File: config.mk
export PLATFORM = sky130hd
export DESIGN_NAME = pct_timer
export DESIGN_NICKNAME = d
export VERILOG_FILES = /design/src/design/pct_pkg.sv /design/src/design/pct_timer.sv
export SDC_FILE = /design/constraint.sdc
export NUM_CORES = 1
export LEC_CHECK = 0
export ABC_AREA = 0
export BUFFER_PORTS_ARGS = -buffer_cell sky130_fd_sc_hd__buf_2
export CELL_PAD_IN_SITES_DETAIL_PLACEMENT = 0
export CELL_PAD_IN_SITES_GLOBAL_PLACEMENT = 1
export CORE_ASPECT_RATIO = 0.5
export CORE_MARGIN = 4
export CORE_UTILIZATION = 45
export CTS_CLUSTER_SIZE = 24
export DETAILED_ROUTE_END_ITERATION = 8
export GPL_TIMING_DRIVEN = 0
export PLACE_DENSITY = 0.79
export SLEW_MARGIN = 20
export SYNTH_ARGS = -nofsm -noshare
export SYNTH_HDL_FRONTEND = slang
export SYNTH_SLANG_ARGS = --single-unit
File: constraint.sdc
create_clock -name hclk -period 9.2 [get_ports hclk]
set_input_delay 2.76 -clock hclk [delete_from_list [all_inputs] [get_ports hclk]]
set_output_delay 2.76 -clock hclk [all_outputs]
set_load 0.05 [all_outputs]
File: src/design/pct_pkg.sv
package pct_pkg;
   // ****************************************
   // Register map (byte addresses)
   // ****************************************
   localparam logic [7:0] CTRL0_ADDR    = 8'h00;
   localparam logic [7:0] CTRL1_ADDR    = 8'h04;
   localparam logic [7:0] CNT_HI_ADDR   = 8'h08;
   localparam logic [7:0] CNT_LO_ADDR   = 8'h0c;
   localparam logic [7:0] CMP_HI_ADDR   = 8'h10;
   localparam logic [7:0] CMP_LO_ADDR   = 8'h14;
   localparam logic [7:0] PER_HI_ADDR   = 8'h18;
   localparam logic [7:0] PER_LO_ADDR   = 8'h1c;
   localparam logic [7:0] PINSEL_ADDR   = 8'h20;
   localparam logic [7:0] TALLY_HI_ADDR = 8'h24;
   localparam logic [7:0] TALLY_LO_ADDR = 8'h28;

   // ****************************************
   // Control zero fields
   // ****************************************
   localparam int DIV_LSB    = 5;
   localparam int POL_BIT    = 4;
   localparam int MIE_BIT    = 3;
   localparam int EDGE_BIT   = 2;
   localparam int MODE_LSB   = 0;
   // Control one fields
   localparam int MFLAG_BIT  = 7;
   localparam int EFLAG_BIT  = 6;
   localparam int OFLAG_BIT  = 5;
   localparam int EIE_BIT    = 4;
   localparam int OIE_BIT    = 3;
   localparam int FILT_BIT   = 2;
   localparam int RUN_BIT    = 0;

   localparam logic [15:0] CNT_MAX    = 16'hffff;
   localparam logic [15:0] ZERO16     = 16'h0000;
   localparam logic [7:0]  CTRL_RST   = 8'h00;
   localparam logic [6:0]  PSC_ONES   = 7'h7f;
   localparam logic [1:0]  FILT_LAST  = 2'h3;

   // Filter settling period
   localparam int FILT_NS  = 16;
   localparam int CLK_PS   = 4000;
   localparam int FILT_CYC = (FILT_NS * 1000) / CLK_PS;

   typedef enum logic [1:0]
   {
      PCT_MODE_CAPTURE = 2'b00,
      PCT_MODE_OUTPUT  = 2'b01,
      PCT_MODE_COUNT   = 2'b10,
      PCT_MODE_OTHER   = 2'b11
   } pct_mode_t;

   typedef enum logic [1:0]
   {
      PCT_CAP_IDLE  = 2'b00,
      PCT_CAP_FIRST = 2'b01,
      PCT_CAP_MEAS  = 2'b10
   } pct_cap_t;
endpackage

File: src/design/pct_timer.sv
// The register offsets and the AHB-Lite register port were left to the implementer.
`timescale 1ns/10ps
`default_nettype none

// Behaviour
// - Base tick rate is system clock over two to the divider select.
// - Divider select unbuffered; software changes it only while stopped.
// - Base count advances on divided ticks only while run enable is set.
// - Count write replaces count at once; software stops timer first.
// - Reading count high byte latches low byte for next low read.
// - Output mode: period and compare preloads copy on overflow or stop.
// - High byte written first; no preload copy between the two writes.
// - Compare above period gives constant output set by polarity.
// - Output low below compare, high otherwise; polarity inverts.
// - Output mode count equal compare sets match flag, keeps counting.
// - Output mode count equal period sets overflow, clears and restarts.
// - Input taken from one of two pins by pin-function select.
// - Optional filter over four system clocks, five cycles of lag.
// - Edge detector finds rising and falling edges of filtered input.
// - Capture edge select 0 rising/high width, 1 falling/low width.
// - Capture: first edge restarts, opposite captures compare, next captures period.
// - Capture count 0xffff before closing edge: overflow, restart, period 0xffff.
// - Counter mode target preload copies on reached, overflow or stop.
// - Target high byte first; no copy between the two writes.
// - Counter mode edge select 1 counts rising, 0 falling edges.
// - First edge restarts count; edges tally; target reached captures period, clears.
// - Counter mode count 0xffff: overflow flag, clear count, keep tally.
// - Mode 00 capture, 01 output, 10 counter, 11 other modes.
// - Capture overflow compare 0 for low, 0xffff for high, polarity swaps.
// - Flags read 1 pending; writing 0 clears, writing 1 does nothing.
module pct_timer
(
   input  wire logic        hclk,
   input  wire logic        hresetn,
   input  wire logic        hsel,
   input  wire logic [31:0] haddr,
   input  wire logic [1:0]  htrans,
   input  wire logic        hwrite,
   input  wire logic [2:0]  hsize,
   input  wire logic [31:0] hwdata,
   input  wire logic        hready,
   output logic      [31:0] hrdata,
   output logic             hreadyout,
   output logic             hresp,
   input  wire logic        pin_a,
   input  wire logic        pin_b,
   output logic             pwm_out,
   output logic             irq
);
   // ****************************************
   // Bus slave
   // ****************************************
   logic [7:0]  ctrl0_q, ctrl1_q, pinsel_q, lo_latch_q, rdata_q;
   logic [15:0] cnt_q, cmp_pre_q, per_pre_q, cmp_sh_q, per_sh_q, tally_q;
   logic        cmp_hold_q, per_hold_q;
   logic        wr_q;
   logic [7:0]  waddr_q;
   logic        pwm_q, irq_q;

   wire        req       = hsel & hready & htrans[1];
   wire        rd_req    = req & ~hwrite;
   wire [7:0]  raddr     = haddr[7:0];
   wire        wr_en     = wr_q;
   wire [7:0]  wd        = hwdata[7:0];
   wire        w_ctrl0   = wr_en & (waddr_q == pct_pkg::CTRL0_ADDR);
   wire        w_ctrl1   = wr_en & (waddr_q == pct_pkg::CTRL1_ADDR);
   wire        w_cnt_hi  = wr_en & (waddr_q == pct_pkg::CNT_HI_ADDR);
   wire        w_cnt_lo  = wr_en & (waddr_q == pct_pkg::CNT_LO_ADDR);
   wire        w_cmp_hi  = wr_en & (waddr_q == pct_pkg::CMP_HI_ADDR);
   wire        w_cmp_lo  = wr_en & (waddr_q == pct_pkg::CMP_LO_ADDR);
   wire        w_per_hi  = wr_en & (waddr_q == pct_pkg::PER_HI_ADDR);
   wire        w_per_lo  = wr_en & (waddr_q == pct_pkg::PER_LO_ADDR);
   wire        w_pinsel  = wr_en & (waddr_q == pct_pkg::PINSEL_ADDR);
   wire        r_cnt_hi  = rd_req & (raddr == pct_pkg::CNT_HI_ADDR);

   pct_pkg::pct_mode_t mode;
   assign mode = pct_pkg::pct_mode_t'(ctrl0_q[pct_pkg::MODE_LSB +: 2]);
   wire [2:0] div_sel  = ctrl0_q[pct_pkg::DIV_LSB +: 3];
   wire       pol      = ctrl0_q[pct_pkg::POL_BIT];
   wire       edge_sel = ctrl0_q[pct_pkg::EDGE_BIT];
   wire       run      = ctrl1_q[pct_pkg::RUN_BIT];
   wire       filt_en  = ctrl1_q[pct_pkg::FILT_BIT];
   wire       m_out    = (mode == pct_pkg::PCT_MODE_OUTPUT);
   wire       m_cap    = (mode == pct_pkg::PCT_MODE_CAPTURE);
   wire       m_cnt    = (mode == pct_pkg::PCT_MODE_COUNT);

   logic [7:0] rd_mux;
   always_comb
   begin
      unique case (raddr)
         pct_pkg::CTRL0_ADDR:    rd_mux = ctrl0_q;
         pct_pkg::CTRL1_ADDR:    rd_mux = ctrl1_q;
         pct_pkg::CNT_HI_ADDR:   rd_mux = cnt_q[15:8];
         pct_pkg::CNT_LO_ADDR:   rd_mux = lo_latch_q;
         pct_pkg::CMP_HI_ADDR:   rd_mux = m_cap ? cmp_sh_q[15:8] : cmp_pre_q[15:8];
         pct_pkg::CMP_LO_ADDR:   rd_mux = m_cap ? cmp_sh_q[7:0] : cmp_pre_q[7:0];
         pct_pkg::PER_HI_ADDR:   rd_mux = m_out ? per_pre_q[15:8] : per_sh_q[15:8];
         pct_pkg::PER_LO_ADDR:   rd_mux = m_out ? per_pre_q[7:0] : per_sh_q[7:0];
         pct_pkg::PINSEL_ADDR:   rd_mux = pinsel_q;
         pct_pkg::TALLY_HI_ADDR: rd_mux = tally_q[15:8];
         pct_pkg::TALLY_LO_ADDR: rd_mux = tally_q[7:0];
         default:                rd_mux = pct_pkg::CTRL_RST;
      endcase
   end

   always_ff @(posedge hclk or negedge hresetn)
   begin
      if (!hresetn)
      begin
         wr_q    <= 1'b0;
         waddr_q <= pct_pkg::CTRL_RST;
         rdata_q <= pct_pkg::CTRL_RST;
      end
      else
      begin
         wr_q    <= req & hwrite;
         waddr_q <= raddr;
         if (rd_req)
            rdata_q <= rd_mux;
      end
   end
   assign hrdata    = {24'h000000, rdata_q};
   assign hreadyout = 1'b1;
   assign hresp     = 1'b0;

   // ****************************************
   // Prescaler
   // ****************************************
   logic [6:0] psc_q;
   logic       tick;
   wire  [6:0] psc_mask = pct_pkg::PSC_ONES >> (3'd7 - div_sel);
   assign tick = run & ((psc_q & psc_mask) == psc_mask);
   always_ff @(posedge hclk or negedge hresetn)
   begin
      if (!hresetn)
         psc_q <= 7'h00;
      else if (!run)
         psc_q <= 7'h00;
      else
         psc_q <= psc_q + 7'h01;
   end

   // ****************************************
   // Input select, filter, edges
   // ****************************************
   logic [1:0] sa_q, sb_q;
   logic [pct_pkg::FILT_CYC-1:0] fsh_q;
   logic       filt_q, prev_q;
   wire        raw   = pinsel_q[0] ? sb_q[1] : sa_q[1];
   wire        f_all1 = &fsh_q;
   wire        f_all0 = ~|fsh_q;
   wire        fin   = filt_en ? filt_q : raw;
   wire        rise  = fin & ~prev_q;
   wire        fall  = ~fin & prev_q;
   always_ff @(posedge hclk or negedge hresetn)
   begin
      if (!hresetn)
      begin
         sa_q   <= 2'b00;
         sb_q   <= 2'b00;
         fsh_q  <= '0;
         filt_q <= 1'b0;
         prev_q <= 1'b0;
      end
      else
      begin
         sa_q   <= {sa_q[0], pin_a};
         sb_q   <= {sb_q[0], pin_b};
         fsh_q  <= {fsh_q[pct_pkg::FILT_CYC-2:0], raw};
         if (f_all1)
            filt_q <= 1'b1;
         else if (f_all0)
            filt_q <= 1'b0;
         prev_q <= fin;
      end
   end

   // ****************************************
   // Event decode
   // ****************************************
   wire act_cap  = edge_sel ? fall : rise;
   wire opp_cap  = edge_sel ? rise : fall;
   wire act_cnt  = edge_sel ? rise : fall;
   wire at_max   = tick & (cnt_q == pct_pkg::CNT_MAX);
   wire out_ovf  = m_out & tick & (cnt_q == per_sh_q);
   wire out_mat  = m_out & tick & (cnt_q == cmp_sh_q);
   pct_pkg::pct_cap_t cap_q;
   wire cap_open = m_cap & run & act_cap & (cap_q == pct_pkg::PCT_CAP_IDLE);
   wire cap_mid  = m_cap & run & opp_cap & (cap_q == pct_pkg::PCT_CAP_FIRST);
   wire cap_end  = m_cap & run & act_cap & (cap_q != pct_pkg::PCT_CAP_IDLE);
   wire cap_ovf  = m_cap & at_max & ~cap_end;
   wire cnt_edge = m_cnt & run & act_cnt;
   wire cnt_hit  = cnt_edge & (cap_q != pct_pkg::PCT_CAP_IDLE)
                   & ((tally_q + 16'h0001) == cmp_sh_q);
   wire cnt_ovf  = m_cnt & at_max & ~cnt_hit;
   wire ovf_ev   = out_ovf | cap_ovf | cnt_ovf;
   wire hold     = cmp_hold_q | per_hold_q;
   wire load_out = m_out & (out_ovf | ~run) & ~hold;
   wire load_cnt = m_cnt & (cnt_hit | cnt_ovf | ~run) & ~cmp_hold_q;
   wire lvl_hi   = fin ^ pol;

   // ****************************************
   // Base count and capture sequence
   // ****************************************
   always_ff @(posedge hclk or negedge hresetn)
   begin
      if (!hresetn)
      begin
         cnt_q   <= pct_pkg::ZERO16;
         tally_q <= pct_pkg::ZERO16;
         cap_q   <= pct_pkg::PCT_CAP_IDLE;
      end
      else
      begin
         if (w_cnt_hi)
            cnt_q[15:8] <= wd;
         else if (w_cnt_lo)
            cnt_q[7:0] <= wd;
         else if (cap_open | cap_end | cnt_hit | ovf_ev)
            cnt_q <= pct_pkg::ZERO16;
         else if (cnt_edge & (cap_q == pct_pkg::PCT_CAP_IDLE))
            cnt_q <= pct_pkg::ZERO16;
         else if (tick)
            cnt_q <= cnt_q + 16'h0001;
         if (!run | ~(m_cap | m_cnt))
            cap_q <= pct_pkg::PCT_CAP_IDLE;
         else if (cap_open | cap_end)
            cap_q <= pct_pkg::PCT_CAP_FIRST;
         else if (cap_mid)
            cap_q <= pct_pkg::PCT_CAP_MEAS;
         else if (cnt_edge)
            cap_q <= pct_pkg::PCT_CAP_MEAS;
         if (!m_cnt | cnt_hit)
            tally_q <= pct_pkg::ZERO16;
         else if (cnt_edge)
            tally_q <= tally_q + 16'h0001;
      end
   end

   // ****************************************
   // Preload, shadow, byte latch
   // ****************************************
   always_ff @(posedge hclk or negedge hresetn)
   begin
      if (!hresetn)
      begin
         cmp_pre_q  <= pct_pkg::ZERO16;
         per_pre_q  <= pct_pkg::ZERO16;
         cmp_sh_q   <= pct_pkg::ZERO16;
         per_sh_q   <= pct_pkg::ZERO16;
         cmp_hold_q <= 1'b0;
         per_hold_q <= 1'b0;
         lo_latch_q <= pct_pkg::CTRL_RST;
      end
      else
      begin
         if (r_cnt_hi)
            lo_latch_q <= cnt_q[7:0];
         if (w_cmp_hi)
            cmp_pre_q[15:8] <= wd;
         if (w_cmp_lo)
            cmp_pre_q[7:0] <= wd;
         if (w_per_hi)
            per_pre_q[15:8] <= wd;
         if (w_per_lo)
            per_pre_q[7:0] <= wd;
         cmp_hold_q <= w_cmp_hi | (cmp_hold_q & ~w_cmp_lo);
         per_hold_q <= w_per_hi | (per_hold_q & ~w_per_lo);
         if (load_out)
         begin
            cmp_sh_q <= cmp_pre_q;
            per_sh_q <= per_pre_q;
         end
         else if (load_cnt)
            cmp_sh_q <= cmp_pre_q;
         else if (cap_mid)
            cmp_sh_q <= cnt_q;
         else if (cap_ovf)
            cmp_sh_q <= lvl_hi ? pct_pkg::CNT_MAX : pct_pkg::ZERO16;
         if (cap_end | cnt_hit)
            per_sh_q <= cnt_q;
         else if (cap_ovf)
            per_sh_q <= pct_pkg::CNT_MAX;
      end
   end

   // ****************************************
   // Control, flags, output
   // ****************************************
   wire set_m = out_mat | cap_mid;
   wire set_e = cap_end | cnt_hit;
   wire set_o = ovf_ev;
   wire [7:0] c1_wr = {wd[7:5] & ctrl1_q[7:5], wd[4:2], ctrl1_q[1], wd[0]};
   wire [7:0] c1_b  = w_ctrl1 ? c1_wr : ctrl1_q;
   wire [7:0] c1_d  = c1_b | {set_m, set_e, set_o, 5'h00};
   wire pwm_d = (cmp_sh_q > per_sh_q) ? pol
              : ((cnt_q < cmp_sh_q) ? pol : ~pol);
   wire irq_d = (c1_d[pct_pkg::MFLAG_BIT] & ctrl0_q[pct_pkg::MIE_BIT])
              | (c1_d[pct_pkg::EFLAG_BIT] & c1_d[pct_pkg::EIE_BIT])
              | (c1_d[pct_pkg::OFLAG_BIT] & c1_d[pct_pkg::OIE_BIT]);
   always_ff @(posedge hclk or negedge hresetn)
   begin
      if (!hresetn)
      begin
         ctrl0_q  <= pct_pkg::CTRL_RST;
         ctrl1_q  <= pct_pkg::CTRL_RST;
         pinsel_q <= pct_pkg::CTRL_RST;
         pwm_q    <= 1'b0;
         irq_q    <= 1'b0;
      end
      else
      begin
         if (w_ctrl0)
            ctrl0_q <= wd;
         if (w_pinsel)
            pinsel_q <= {7'h00, wd[0]};
         ctrl1_q <= c1_d;
         pwm_q   <= m_out ? pwm_d : pol;
         irq_q   <= irq_d;
      end
   end
   assign pwm_out = pwm_q;
   assign irq     = irq_q;

   // ****************************************
   // Checks
   // ****************************************
   ovf_restart_a: assert property (@(posedge hclk) disable iff (!hresetn)
      out_ovf && !w_cnt_hi && !w_cnt_lo |=> cnt_q == 16'h0000 && ctrl1_q[5])
      else $error("output overflow did not restart count");
   match_flag_a: assert property (@(posedge hclk) disable iff (!hresetn)
      out_mat |=> ctrl1_q[7])
      else $error("match flag not set");
   halt_count_a: assert property (@(posedge hclk) disable iff (!hresetn)
      !run && !w_cnt_hi && !w_cnt_lo && !cap_open && !cnt_edge |=> $stable(cnt_q))
      else $error("count moved while stopped");
   cap_period_a: assert property (@(posedge hclk) disable iff (!hresetn)
      cap_end |=> per_sh_q == $past(cnt_q) && ctrl1_q[6])
      else $error("capture period wrong");
   cap_ovf_a: assert property (@(posedge hclk) disable iff (!hresetn)
      cap_ovf |=> per_sh_q == 16'hffff && ctrl1_q[5])
      else $error("capture overflow wrong");
   tally_keep_a: assert property (@(posedge hclk) disable iff (!hresetn)
      cnt_ovf && !cnt_edge |=> $stable(tally_q))
      else $error("tally lost on overflow");
   hold_block_a: assert property (@(posedge hclk) disable iff (!hresetn)
      cmp_hold_q && m_out |=> $stable(cmp_sh_q))
      else $error("shadow loaded between byte writes");
   flag_clear_a: assert property (@(posedge hclk) disable iff (!hresetn)
      w_ctrl1 && wd[7] && !ctrl1_q[7] && !set_m |=> !ctrl1_q[7])
      else $error("writing one set the flag");
   latch_lo_a: assert property (@(posedge hclk) disable iff (!hresetn)
      r_cnt_hi |=> lo_latch_q == $past(cnt_q[7:0]))
      else $error("low byte not latched");
endmodule

`default_nettype wire

**Yosys cells after proc, flatten, opt, wreduce, memory -nomap -nowiden**

Index checks and enable logic that the tools add are counted.

- Input port bits: 76
- Register bits: 161
- Word-level logic and storage cells: 195
- Output and inout bits: 36

- Shifts and indexed selects: 1
- Reduce and logical (&&, ||, !) cells: 17
- Equal/unequal tests: 28
- Muxes and demuxes: 36
- Order comparisons: 2
- Add/sub/neg operators: 4
- Bitwise operators: 80

Operators with widths:

| kind | count |
|---|---|
| 16-bit 2-to-1 mux | 13 |
| 8-bit case mux with 11 select lines | 1 |
| 8-bit by 5-bit equality test with 1-bit output, second input constant | 8 |
| 8-bit 2-to-1 mux | 8 |
| 16-bit equality test | 3 |
| 1-bit bitwise AND | 45 |
| 16-bit by 1-bit adder with 16-bit output, second input constant | 2 |
| 8-bit by 4-bit equality test with 1-bit output, second input constant | 4 |
| 8-bit by 6-bit equality test with 1-bit output, second input constant | 4 |
| 1-bit bitwise OR | 18 |
| 16-bit equality test, second input constant | 1 |
| 8-bit by 3-bit equality test with 1-bit output, second input constant | 2 |
| 16-bit > comparator | 1 |
| 8-bit logical NOT | 2 |
| 16-bit less-than comparator | 1 |
| 4-bit nonzero test | 4 |
| 1-bit inverter | 13 |
| 1-bit 2-to-1 mux | 9 |
| 2-bit 2-to-1 mux | 4 |
| 8-bit bitwise OR | 1 |
| 7-bit by 1-bit adder with 7-bit output, second input constant | 1 |
| 7-bit bitwise AND | 1 |
| 7-bit equality test | 1 |
| 7-bit 2-to-1 mux | 1 |
| other kinds (14) | 20 |

**Logic depth before layout (Yosys ltp)**

Gate-level depths: netlist of run 1.

- Word-level depth: 16
- Depth in mapped cells: 12
- Mapped depth without buffers: 10

**Worst setup path before layout of run 1**

Ideal clock, no wire load.

- Path kind: input to register
- Start: in haddr[4]
- End: reg rdata_q[0]
- Slack: 4819 ps
- Library setup time: 84 ps
- Required time: 9116 ps
- Cell stages on the path: 6
- Arrival time: 4296 ps
- Path buffers: 0
- Path through: or4_1 -> nor3_1 -> o21ai_0 -> o2111ai_1 -> a2111oi_0 -> o21ai_0

- Cells in the longest elaborated chain, start to end: 2
- Elaborated cells between the ends (all ways): 12
- Classes of those cells: eq/ne: 10; mux: 1; reduce/logical: 1

Ends and longest elaborated chain:

| element | line | text |
|---|---|---|
| from (decl) | pct_timer.sv:36 | `input wire logic [31:0] haddr,` |
| 8-bit by 6-bit equality test with 1-bit output (tied with other cells) | pct_timer.sv:90 | `unique case (raddr)` |
| 8-bit case mux with 11 select lines (*) | pct_timer.sv:90 |  |
| to (signal assigned) | pct_timer.sv:112 | `rdata_q <= pct_pkg::CTRL_RST;` |
| to (signal assigned) | pct_timer.sv:119 | `rdata_q <= rd_mux;` |
| to (decl) | pct_timer.sv:53 | `logic [7:0] ctrl0_q, ctrl1_q, pinsel_q, lo_latch_q, rdata_q;` |

Every way passes the cells marked *; elsewhere a longest branch is shown, timed or not.
A chain may end at the register's enable or synchronous reset.

**Worst setup path after layout of run 1**

- Start: in haddr[3]
- End: reg rdata_q[6]

Same word-level chain as after synthesis.

==> results of run 1 <==
-- final cells by class --
| class | instances | area, um^2 |
|---|---|---|
| fill | 2048 | 10470 |
| multi-input combinational | 796 | 5428 |
| sequential | 160 | 4004 |
| buffer | 94 | 484.2 |
| clock buffer | 21 | 450.4 |
| tap | 300 | 375.4 |
| timing repair buffer | 34 | 225.2 |
| inverter | 46 | 172.7 |
| clock inverter | 11 | 115.1 |
-- flip-flops by register name, summed over array words and instances, names as in the netlist, 2 cells and up --
name and count:
cap_q 2, cmp_pre_q 16, cmp_sh_q 16, cnt_q 16, ctrl0_q 8, ctrl1_q 7
fsh_q 4, lo_latch_q 8, per_pre_q 16, per_sh_q 16, psc_q 7, rdata_q 8
sa_q 2, sb_q 2, tally_q 16, waddr_q 8
-- cells by family after synthesis --
group / share of synthesized area [%]
compound gates: 16.98
xor+xnor: 4.999
other cells: 0.07520
flops: 40.09
buf+inv: 6.577
fa+ha+maj: 4.385
simple gates: 18.47
mux: 8.431
-- how the worst max path moves through the flow --
stage / startpoint / endpoint / slack [ns]
floorplan: haddr[4] / rdata_q[0] / 4.82
global placement: hresetn / tally_q[5] / 2.86
detailed placement: haddr[3] / rdata_q[6] / 3.53
CTS: haddr[3] / rdata_q[6] / 3.98
global route: haddr[3] / rdata_q[6] / 3.80
finish: haddr[3] / rdata_q[6] / 3.88
-- cells in the mapped netlist (9+ instances only) --
library cell,count,share of area [%]
mux2_2,65,7.3
o31ai_1,35,2.6
buf_2,12,0.60
nor2b_1,11,0.69
a21o_1,11,0.83
nand2b_1,11,0.69
and3_1,12,0.75
clkbuf_1,49,1.8
o21ai_0,39,2.0
inv_1,45,1.7
nor2_1,89,3.3
nor3_1,13,0.65
a21oi_1,40,2.0
nand3_1,43,2.2
dfrtp_1,160,40
o211ai_1,10,0.75
mux2i_1,11,1.1
nand4_1,26,1.6
xnor2_1,41,3.6
nand2_1,96,3.6
xor2_1,16,1.4
a221oi_1,27,2.4
ha_1,35,4.4
nor4_1,9,0.56
buf_4,31,2.3
-- power by group through the flow --
stage	Combinational, uW	Clock (uW)	Sequential, uW
after global placement	746	0	951
after floorplan	566	0	887
after detailed placement	765	0	956
final	782	701	954
after global routing	864	741	958
after CTS	770	708	942
-- metal layers --
metal,up-vias,wire length [um],global-route usage [%]
met2,459,15040,42.09
met5,-,27,0
met1,4449,16180,42.37
met3,55,4067,9.579
li1,3995,-,-
met4,4,847,8.666
-- worst register-to-register path: cells and delay by family, from the launching register on --
| kind | cells | cell delay (ns) |
|---|---|---|
| AND/OR/NAND/NOR | 4 | 1.35 |
| buffers and inverters | 1 | 0.38 |
| AO/OA/AOI/OAI | 3 | 1.06 |
| flip-flops | 1 | 0.66 |
| adder cells (fa/ha/maj) | 1 | 0.38 |
| multiplexers | 1 | 0.28 |
-- per-stage QoR --
stage               total power [uW]  hold slack [ns]
finish                          2436           0.3535
global route                    2564           0.3661
CTS                             2420           0.3578
detailed placement              1721           0.3418
global placement                1697           0.3343
floorplan                       1453           0.3312
==> metrics, run 1 <==
setup ws final 3.878 ns; Fin. Hold Viols 0; slowest cell delay on critical path 0.97 ns; Syn Std Cell Area 9987 um^2; Final Slew Violations 0; worst hold path depth 0; Area Growth Syn to Fin 12.69%; max cap viols 0; initial antenna violation count 3; Finished Cell Area 11250 um^2; critical path's top delay family compound AO/OA/AOI/OAI gates; GRT Residual Overflow 0; die width 218.7 um; R2R depth 10; Final min period 5.322 ns; Req. time, crit path 9.48 ns; drt wl/cell 24.73 um; cts bufs inserted 17; Port-buffer cells 32; reg2reg setup slack 4.97 ns; Worst path slowest cell a2111oi_0; most frequent cell on the critical path clkbuf_1; sequential-to-total area share from yosys stat 40.09%; first-pass GRT wire length 53520 um; PD cells 216.5 nW/um^2; critical path endpoint category register; VDD IR-drop max 0.1296 mV; worst min path class register to register; unrepaired setup endpoints after global routing no; sw frac 37.16%; endpoints failing setup 0; CTS tree built; DP HPWL 26930 um; Yosys cell types 77; Sw Pwr 905.4 uW; critical path type primary input to register; P_int 1531 uW; layout cell share with drive strength beyond 1 16.27%; Clock Power Share 28.8%; Starting Density 45.96%; Root Buffer clkbuf_16; outcome finished, final reports clean; via/cell ratio 6.130; worst-margin pin slew 1.249 ns; Cell Area, Placed 10680 um^2; Post-Route WL 36160 um; Cells after DPL 1430; Most used DFF post-synth dfrtp_1; Flop pwr share 39.1%; Worst Path Buf+Inv 3; Rows 38; period utilization 57.85%; fin util 51.80%; Yosys warning total 0; CTS sink cnt 160; ANT cells 0; H-tree depth 4; worst slack, placed 3.528 ns; Post-DRT Antenna Nets 0; FFs w/ async S/R, synth 100.0%; Crit Path Max Fanout 8; most frequent cells in the layout dfrtp_1 (160), nand2_1 (96), nor2_1 (89); Core ar. 21730 um^2; CP Depth 10; DRC Markers 0; Leak 0.004755 uW; worst skew pair latency 0.44 ns; DRT iter0 DRCs 1128; overall global routing resource usage 29.37%; cell count after synthesis 1072; die span in y 113.3 um; CP arrival 5.60 ns; largest net degree at the start of global routing 87; Hold Buf Count CTS 0; reg2reg start cnt_q[1]; Ports 112; post-CTS sizing 0; Placer Congestion 1.021; combinational share of power 32.1%; # Post-CTS Setup Buffers 0; Peak Freq 187.9 MHz; Slew HR 16.40%; most common cell after layout, fill and taps aside dfrtp_1; RR Endpoint cmp_sh_q[6]; CP cell instances buf_2 -> clkbuf_1 -> nand3b_1 -> or2_2 -> clkbuf_1 -> o22ai_1 -> a21oi_1 -> nand3_1 -> a2111oi_0 -> o21ai_0; setup TNS 0 ns; Non-Filler Instances 1462; vias in the first global route 8407; crit path launch type primary input; Worst Hold Launch sa_q[0]; Max Root-Sink Buffers 2; Clk pin slew, worst setup/hold paths 0.06 ns; drt pass-1 iters 5; Die Area 24790 um^2; layout net count 1260; number of flops mapped to enable cells by yosys 0; Setup Skew 0.01072 ns; via count 8962; Post-Syn Area per Cell 9.316 um^2; Synth Register Bits 160; sink of the worst hold path sa_q[1]
No activity file was read; power rests on OpenSTA's default activity.
==> run 2, diff against run 1 <==
--- a/config.mk
+++ b/config.mk
@@ -5,17 +5,17 @@
 export SDC_FILE = /design/constraint.sdc
 export NUM_CORES = 1
 export LEC_CHECK = 0
-export ABC_AREA = 0
+export ABC_AREA = 1
 export BUFFER_PORTS_ARGS = -buffer_cell sky130_fd_sc_hd__buf_2
 export CELL_PAD_IN_SITES_DETAIL_PLACEMENT = 0
 export CELL_PAD_IN_SITES_GLOBAL_PLACEMENT = 1
 export CORE_ASPECT_RATIO = 0.5
 export CORE_MARGIN = 4
-export CORE_UTILIZATION = 45
+export CORE_UTILIZATION = 39
 export CTS_CLUSTER_SIZE = 24
 export DETAILED_ROUTE_END_ITERATION = 8
 export GPL_TIMING_DRIVEN = 0
-export PLACE_DENSITY = 0.79
+export PLACE_DENSITY = 0.76
 export SLEW_MARGIN = 20
 export SYNTH_ARGS = -nofsm -noshare
 export SYNTH_HDL_FRONTEND = slang
==> constraint.sdc (replaced) <==
create_clock -name hclk -period 4.75 [get_ports hclk]
set_input_delay 1.425 -clock hclk [delete_from_list [all_inputs] [get_ports hclk]]
set_output_delay 1.425 -clock hclk [all_outputs]
set_load 0.05 [all_outputs]
==> metrics, run 2 <==
outcome finished, final reports clean; first-pass GRT wire length 61110 um (+14%); GRT Residual Overflow 0 (unchanged); R2R depth 12 (+2); Ports 112 (unchanged); die span in y 121.4 um (+7.2%); Hold WS 0.3534 ns (-0.00001000 ns); fillcell total 2665 (+30%); Yosys cell types 45 (-42%); top cells by count, synth nand2_1 (410), inv_1 (165), dfrtp_1 (160); drt pass-1 iters 5 (unchanged); Setup Skew 0.01712 ns (+0.006393 ns); Worst path slowest cell nor3_1; most common cell after layout, fill and taps aside nand2_1; Slew HR 21.71% (+5.3 points); via count 10040 (+12%); Cells after DPL 1788 (+25%); overall global routing resource usage 29.13% (-0.24 points); most frequent cells in the layout nand2_1 (410), inv_1 (165), dfrtp_1 (160); number of flops mapped to enable cells by yosys 0 (unchanged); cell count after synthesis 1386 (+29%); CP Depth 10 (unchanged); Power, Total 4385 uW (+80%); Starting Density 39.77% (-6.2 points); share of the synthesized area in the top cell type 39.89% (-0.20 points); largest net degree at the start of global routing 85 (-2.3%); Hold Buf Count CTS 0 (unchanged); most frequent cell on the critical path nand2_1; Die Area 28530 um^2 (+15%); post-CTS sizing 0 (unchanged); crit path from haddr[1]; Clk pin slew, worst setup/hold paths 0.07 ns (about the same); period utilization 77.09%; die width 234.9 um (+7.4%); DP HPWL 32310 um (+20%); Rows 41 (+7.9%); fin util 44.96% (-6.8 points); Non-Filler Instances 1820 (+24%); # Post-CTS Setup Buffers 0 (unchanged); drt wl/cell 22.57 um (-8.8%); initial antenna violation count 0 (-3); max cap viols 0 (unchanged); sequential-to-total area share from yosys stat 39.89% (-0.20 points); Post-Route WL 41070 um (+14%); Synth Register Bits 160 (unchanged); Req. time, crit path 5.14 ns (-4.34 ns); endpoints failing setup 0 (unchanged); Final min period 3.662 ns; unrepaired setup endpoints after global routing no; CTS tree built; Post-DRT Antenna Nets 0 (unchanged); reg2reg setup slack 1.23 ns (-3.74 ns); worst min path class register to register; Syn Std Cell Area 10040 um^2 (+0.51%); Most used DFF post-synth dfrtp_1; crit path launch type primary input; cts bufs inserted 17 (unchanged); Worst Path Buf+Inv 2 (-1); Core ar. 25240 um^2 (+16%); slowest cell delay on critical path 0.65 ns (-0.32 ns); top-count cell post-synth nand2_1; Leak 0.005721 uW (+20%); CP arrival 4.06 ns (-1.54 ns); via/cell ratio 5.515 (-10%); Max Root-Sink Buffers 2 (unchanged); PD cells 386.4 nW/um^2 (+79%); critical path endpoint category register; Peak Freq 273.1 MHz; critical path's top delay family simple AND/OR/NAND/NOR gates; CTS sink cnt 160 (unchanged); Crit Path Max Fanout 8 (unchanged); FFs w/ async S/R, synth 100.0% (unchanged); Placer Congestion 1.011 (-0.97%); CP cell instances buf_2 -> nor2_1 -> inv_1 -> nor3_1 -> nand2_1 -> o22ai_1 -> a21oi_1 -> nand3_1 -> nand2_1 -> nand2_1; critical path type primary input to register; Finished Cell Area 11350 um^2 (+0.83%); VDD IR-drop max 0.2682 mV (+110%); worst skew pair latency 0.46 ns (+0.02 ns); Post-Syn Area per Cell 7.243 um^2 (-22%); worst-margin pin slew 1.170 ns (-0.07935 ns); Fin. Hold Viols 0 (unchanged); largest cells by area after synthesis dfrtp_1 (40%), nand2_1 (15%), inv_1 (6.2%), o21ai_0 (5.9%), nand3_1 (5.0%); Area Growth Syn to Fin 13.05%; RR Endpoint cmp_sh_q[5]; Critical Path End rdata_q[6]; Final Slew Violations 0 (unchanged); layout cell share with drive strength beyond 1 9.688% (-6.6 points); H-tree depth 4 (unchanged); top cell type by total area after synthesis dfrtp_1; layout net count 1574 (+25%); reg2reg start pinsel_q[0]; vias in the first global route 9365 (+11%); Root Buffer clkbuf_16; Cell Area, Placed 10760 um^2 (+0.74%); ANT cells 0 (unchanged); Port-buffer cells 33 (+3.1%); DRT iter0 DRCs 1184 (+5.0%); Yosys warning total 0 (unchanged); DRC Markers 0 (unchanged)
run 2: cell count changes in the layout (fill, tap and decap cells not counted), sizes merged, moves of 25 or more:
cell,before,now
a221oi,27,2
clkbuf,70,42
inv,45,181
mux2,65,5
nand2,96,414
nand3,44,105
o21ai,40,134
o31ai,35,1
xnor2,41,12
run 2: power breakdown:
part           switching (uW)  internal (uW)  total (uW)
clock                     676            710        1390
combinational             877            453        1330
sequential                205           1460        1670
run 2: area by class of cell:
type	count	area [um^2]	area share [%]
plain buffers	65	372.9	3.286
clock buffers	18	439.2	3.870
clock inverters	14	142.6	1.257
inverters	176	660.6	5.821
multi-input cells	1009	5096	44.91
flip-flops and latches	160	4004	35.28
well taps	344	430.4	3.793
repair buffers	34	202.7	1.786
run 2: worst min path at each step:
stage | startpoint | slack, ns | cells past startpoint | to
global route | sa_q[0] | 0.36 | 0 | sa_q[1]
finish | sa_q[0] | 0.35 | 0 | sa_q[1]
floorplan | sa_q[0] | 0.33 | 0 | sa_q[1]
CTS | sa_q[0] | 0.36 | 0 | sa_q[1]
detailed placement | sa_q[0] | 0.34 | 0 | sa_q[1]
global placement | sa_q[0] | 0.34 | 0 | sa_q[1]
run 2: cells by family (layout without fill, tap and decap cells):
logic type | after synthesis | count (layout) | synth area share (%)
AOI/OAI and AO/OA | 231 | 231 | 13.16
xor gates and xnor gates | 21 | 21 | 1.832
adders and majority gates | 35 | 35 | 4.362
buffers and inverters | 241 | 307 | 10.30
DFF | 160 | 160 | 39.89
muxes | 5 | 5 | 0.5608
other | 2 | 26 | 0.07481
and+or+nand+nor | 691 | 691 | 29.83
run 2: per-layer routing:
metal	share of wire, %	up-vias	routed length, um	GRT usage, %
met5	0	-	0	0
li1	-	4675	-	-
met4	1.6	0	657	5.861
met1	48	4837	19920	45.59
met2	38	485	15420	38.41
met3	12	41	5083	9.469
run 2: per-stage QoR:
| step | TNS, ns | setup WS, ns |
|---|---|---|
| after floorplan | 0 | 1.921 |
| after global placement | -60.90 | -0.4065 |
| after detailed placement | 0 | 0.5739 |
| after CTS | 0 | 1.068 |
| after global routing | 0 | 1.076 |
| final | 0 | 1.088 |
==> run 3, diff against run 2 <==
==> constraint.sdc (replaced) <==
create_clock -name hclk -period 3.32 [get_ports hclk]
set_input_delay 0.996 -clock hclk [delete_from_list [all_inputs] [get_ports hclk]]
set_output_delay 0.996 -clock hclk [all_outputs]
set_load 0.05 [all_outputs]
==> metrics, run 3 (synthesis results as in run 2) <==
die span in y 121.4 um (unchanged); reg2reg setup slack 0.14 ns (-1.09 ns); critical path type primary input to register; CTS sink cnt 160 (unchanged); Final min period 3.225 ns; via/cell ratio 5.534 (+0.33%); crit path launch type primary input; sink of the worst hold path sa_q[1]; endpoints failing setup 0 (unchanged); Ports 112 (unchanged); via count 10070 (+0.33%); Crit Path Max Fanout 8 (unchanged); worst min path class register to register; setup ws final 0.09479 ns (-0.9936 ns); R2R depth 13 (+1); drt wl/cell 22.55 um (about the same); Placer Congestion 1.011 (unchanged); Core ar. 25240 um^2 (unchanged); Fin. Hold Viols 0 (unchanged); drt pass-1 iters 5 (unchanged); Setup Skew 0.01601 ns (-0.001110 ns); Post-Route WL 41050 um (about the same); Leak 0.005721 uW (about the same); first-pass GRT wire length 61110 um (unchanged); CTS tree built; H-tree depth 4 (unchanged); worst hold path depth 0 (unchanged); worst slack, placed -0.4271 ns (-1.001 ns); die width 234.9 um (unchanged); Clk pin slew, worst setup/hold paths 0.07 ns (about the same); reg2reg start ctrl0_q[0]; Die Area 28530 um^2 (unchanged); Power, Total 6275 uW (+43%); Slew HR 21.62% (-0.088 points); outcome finished, final reports clean; Flop pwr share 38.1% (about the same); layout net count 1574 (unchanged); Port-buffer cells 33 (unchanged); Post-DRT Antenna Nets 0 (unchanged); Root Buffer clkbuf_16; initial antenna violation count 0 (unchanged); DP HPWL 32310 um (unchanged); Sw Pwr 2515 uW (+43%); DRT iter0 DRCs 1150 (-2.9%); VDD IR-drop max 0.3822 mV (+43%); overall global routing resource usage 29.13% (unchanged); DRC Markers 0 (unchanged); ANT cells 0 (unchanged); Finished Cell Area 11350 um^2 (about the same); Cell Area, Placed 10760 um^2 (unchanged); period utilization 97.14%; layout cell share with drive strength beyond 1 9.824% (+0.14 points); Hold Buf Count CTS 0 (unchanged); Peak Freq 310.1 MHz; most common cell after layout, fill and taps aside nand2_1; Starting Density 39.77% (unchanged); CP arrival 3.62 ns (-0.44 ns); Clock Power Share 31.6% (about the same); GRT Residual Overflow 0 (unchanged); Req. time, crit path 3.71 ns (-1.43 ns); Area Growth Syn to Fin 13.09% (about the same); Max Root-Sink Buffers 2 (unchanged); sw frac 40.08% (about the same); vias in the first global route 9365 (unchanged); worst skew pair latency 0.46 ns (about the same); P_int 3760 uW (+43%); cts bufs inserted 17 (unchanged); most frequent cells in the layout nand2_1 (409), inv_1 (165), dfrtp_1 (159); Final Slew Violations 0 (unchanged); RR Endpoint cmp_sh_q[5]; largest net degree at the start of global routing 85 (unchanged); PD cells 552.8 nW/um^2 (+43%); critical path endpoint category register; crit path from haddr[1]; unrepaired setup endpoints after global routing no; max cap viols 0 (unchanged); Worst Hold Launch sa_q[0]; combinational share of power 30.4% (about the same); Rows 41 (unchanged); worst-margin pin slew 1.171 ns (+0.001321 ns)
-- run 3: area by class of cell --
type                       count  area, um^2
timing repair buffer          34       202.7
tap                          344       430.4
fill                        2664       13890
sequential                   160        4005
clock inverter                14       142.6
buffer                        65       372.9
inverter                     176       660.6
clock buffer                  18       439.2
multi-input combinational   1009        5099
-- run 3: worst max-delay path, stage by stage --
cell and delay [ns]:
buf_2 0.10, nor2_1 0.09, inv_1 0.08, nor3_1 0.64, nand2_1 0.51, o22ai_1 0.62
a21oi_1 0.19, nand3_1 0.21, nand2_1 0.08, nand2_1 0.10
-- run 3: worst max path at each step --
stage / slack [ns] / end
after floorplan: 0.92 / rdata_q[7]
after global placement: -1.41 / fsh_q[2]
after detailed placement: -0.43 / rdata_q[6]
after CTS: 0.03 / cmp_sh_q[9]
after global routing: 0.02 / cmp_sh_q[9]
final: 0.09 / rdata_q[6]
-- run 3: through the flow --
step | hold WS [ns] | util (%) | cells | TNS [ns]
floorplan | 0.3312 | - | 1410 | 0
global placement | 0.3363 | 42.49 | 1787 | -223.22
detailed placement | 0.3393 | 42.64 | 1788 | -2.242
CTS | 0.3561 | 44.94 | 1820 | 0
global route | 0.3584 | 44.98 | 1820 | 0
finish | 0.3534 | 44.98 | 1820 | 0
-- run 3: power by group through the flow --
stage	Clock [uW]	Sequential [uW]	Combinational, uW
6_report	1980	2390	1910
2_1_floorplan	0	2260	1350
5_1_grt	2110	2390	2180
3_3_place_gp	0	2400	1830
4_1_cts	2030	2360	1870
3_5_place_dp	0	2400	1860
-- run 3: timing repair --
item,CTS,global route
gates resized for setup,0,4
endpoints found under the setup margin,0,36
buffers inserted,0,0
-- run 3: metal layers --
metal	vias to the layer above	track usage, %	wire length (um)
met3	37	9.469	5095
met1	4855	45.59	20010
met5	-	0	0
li1	4671	-	-
met2	508	38.41	15330
met4	0	5.861	604
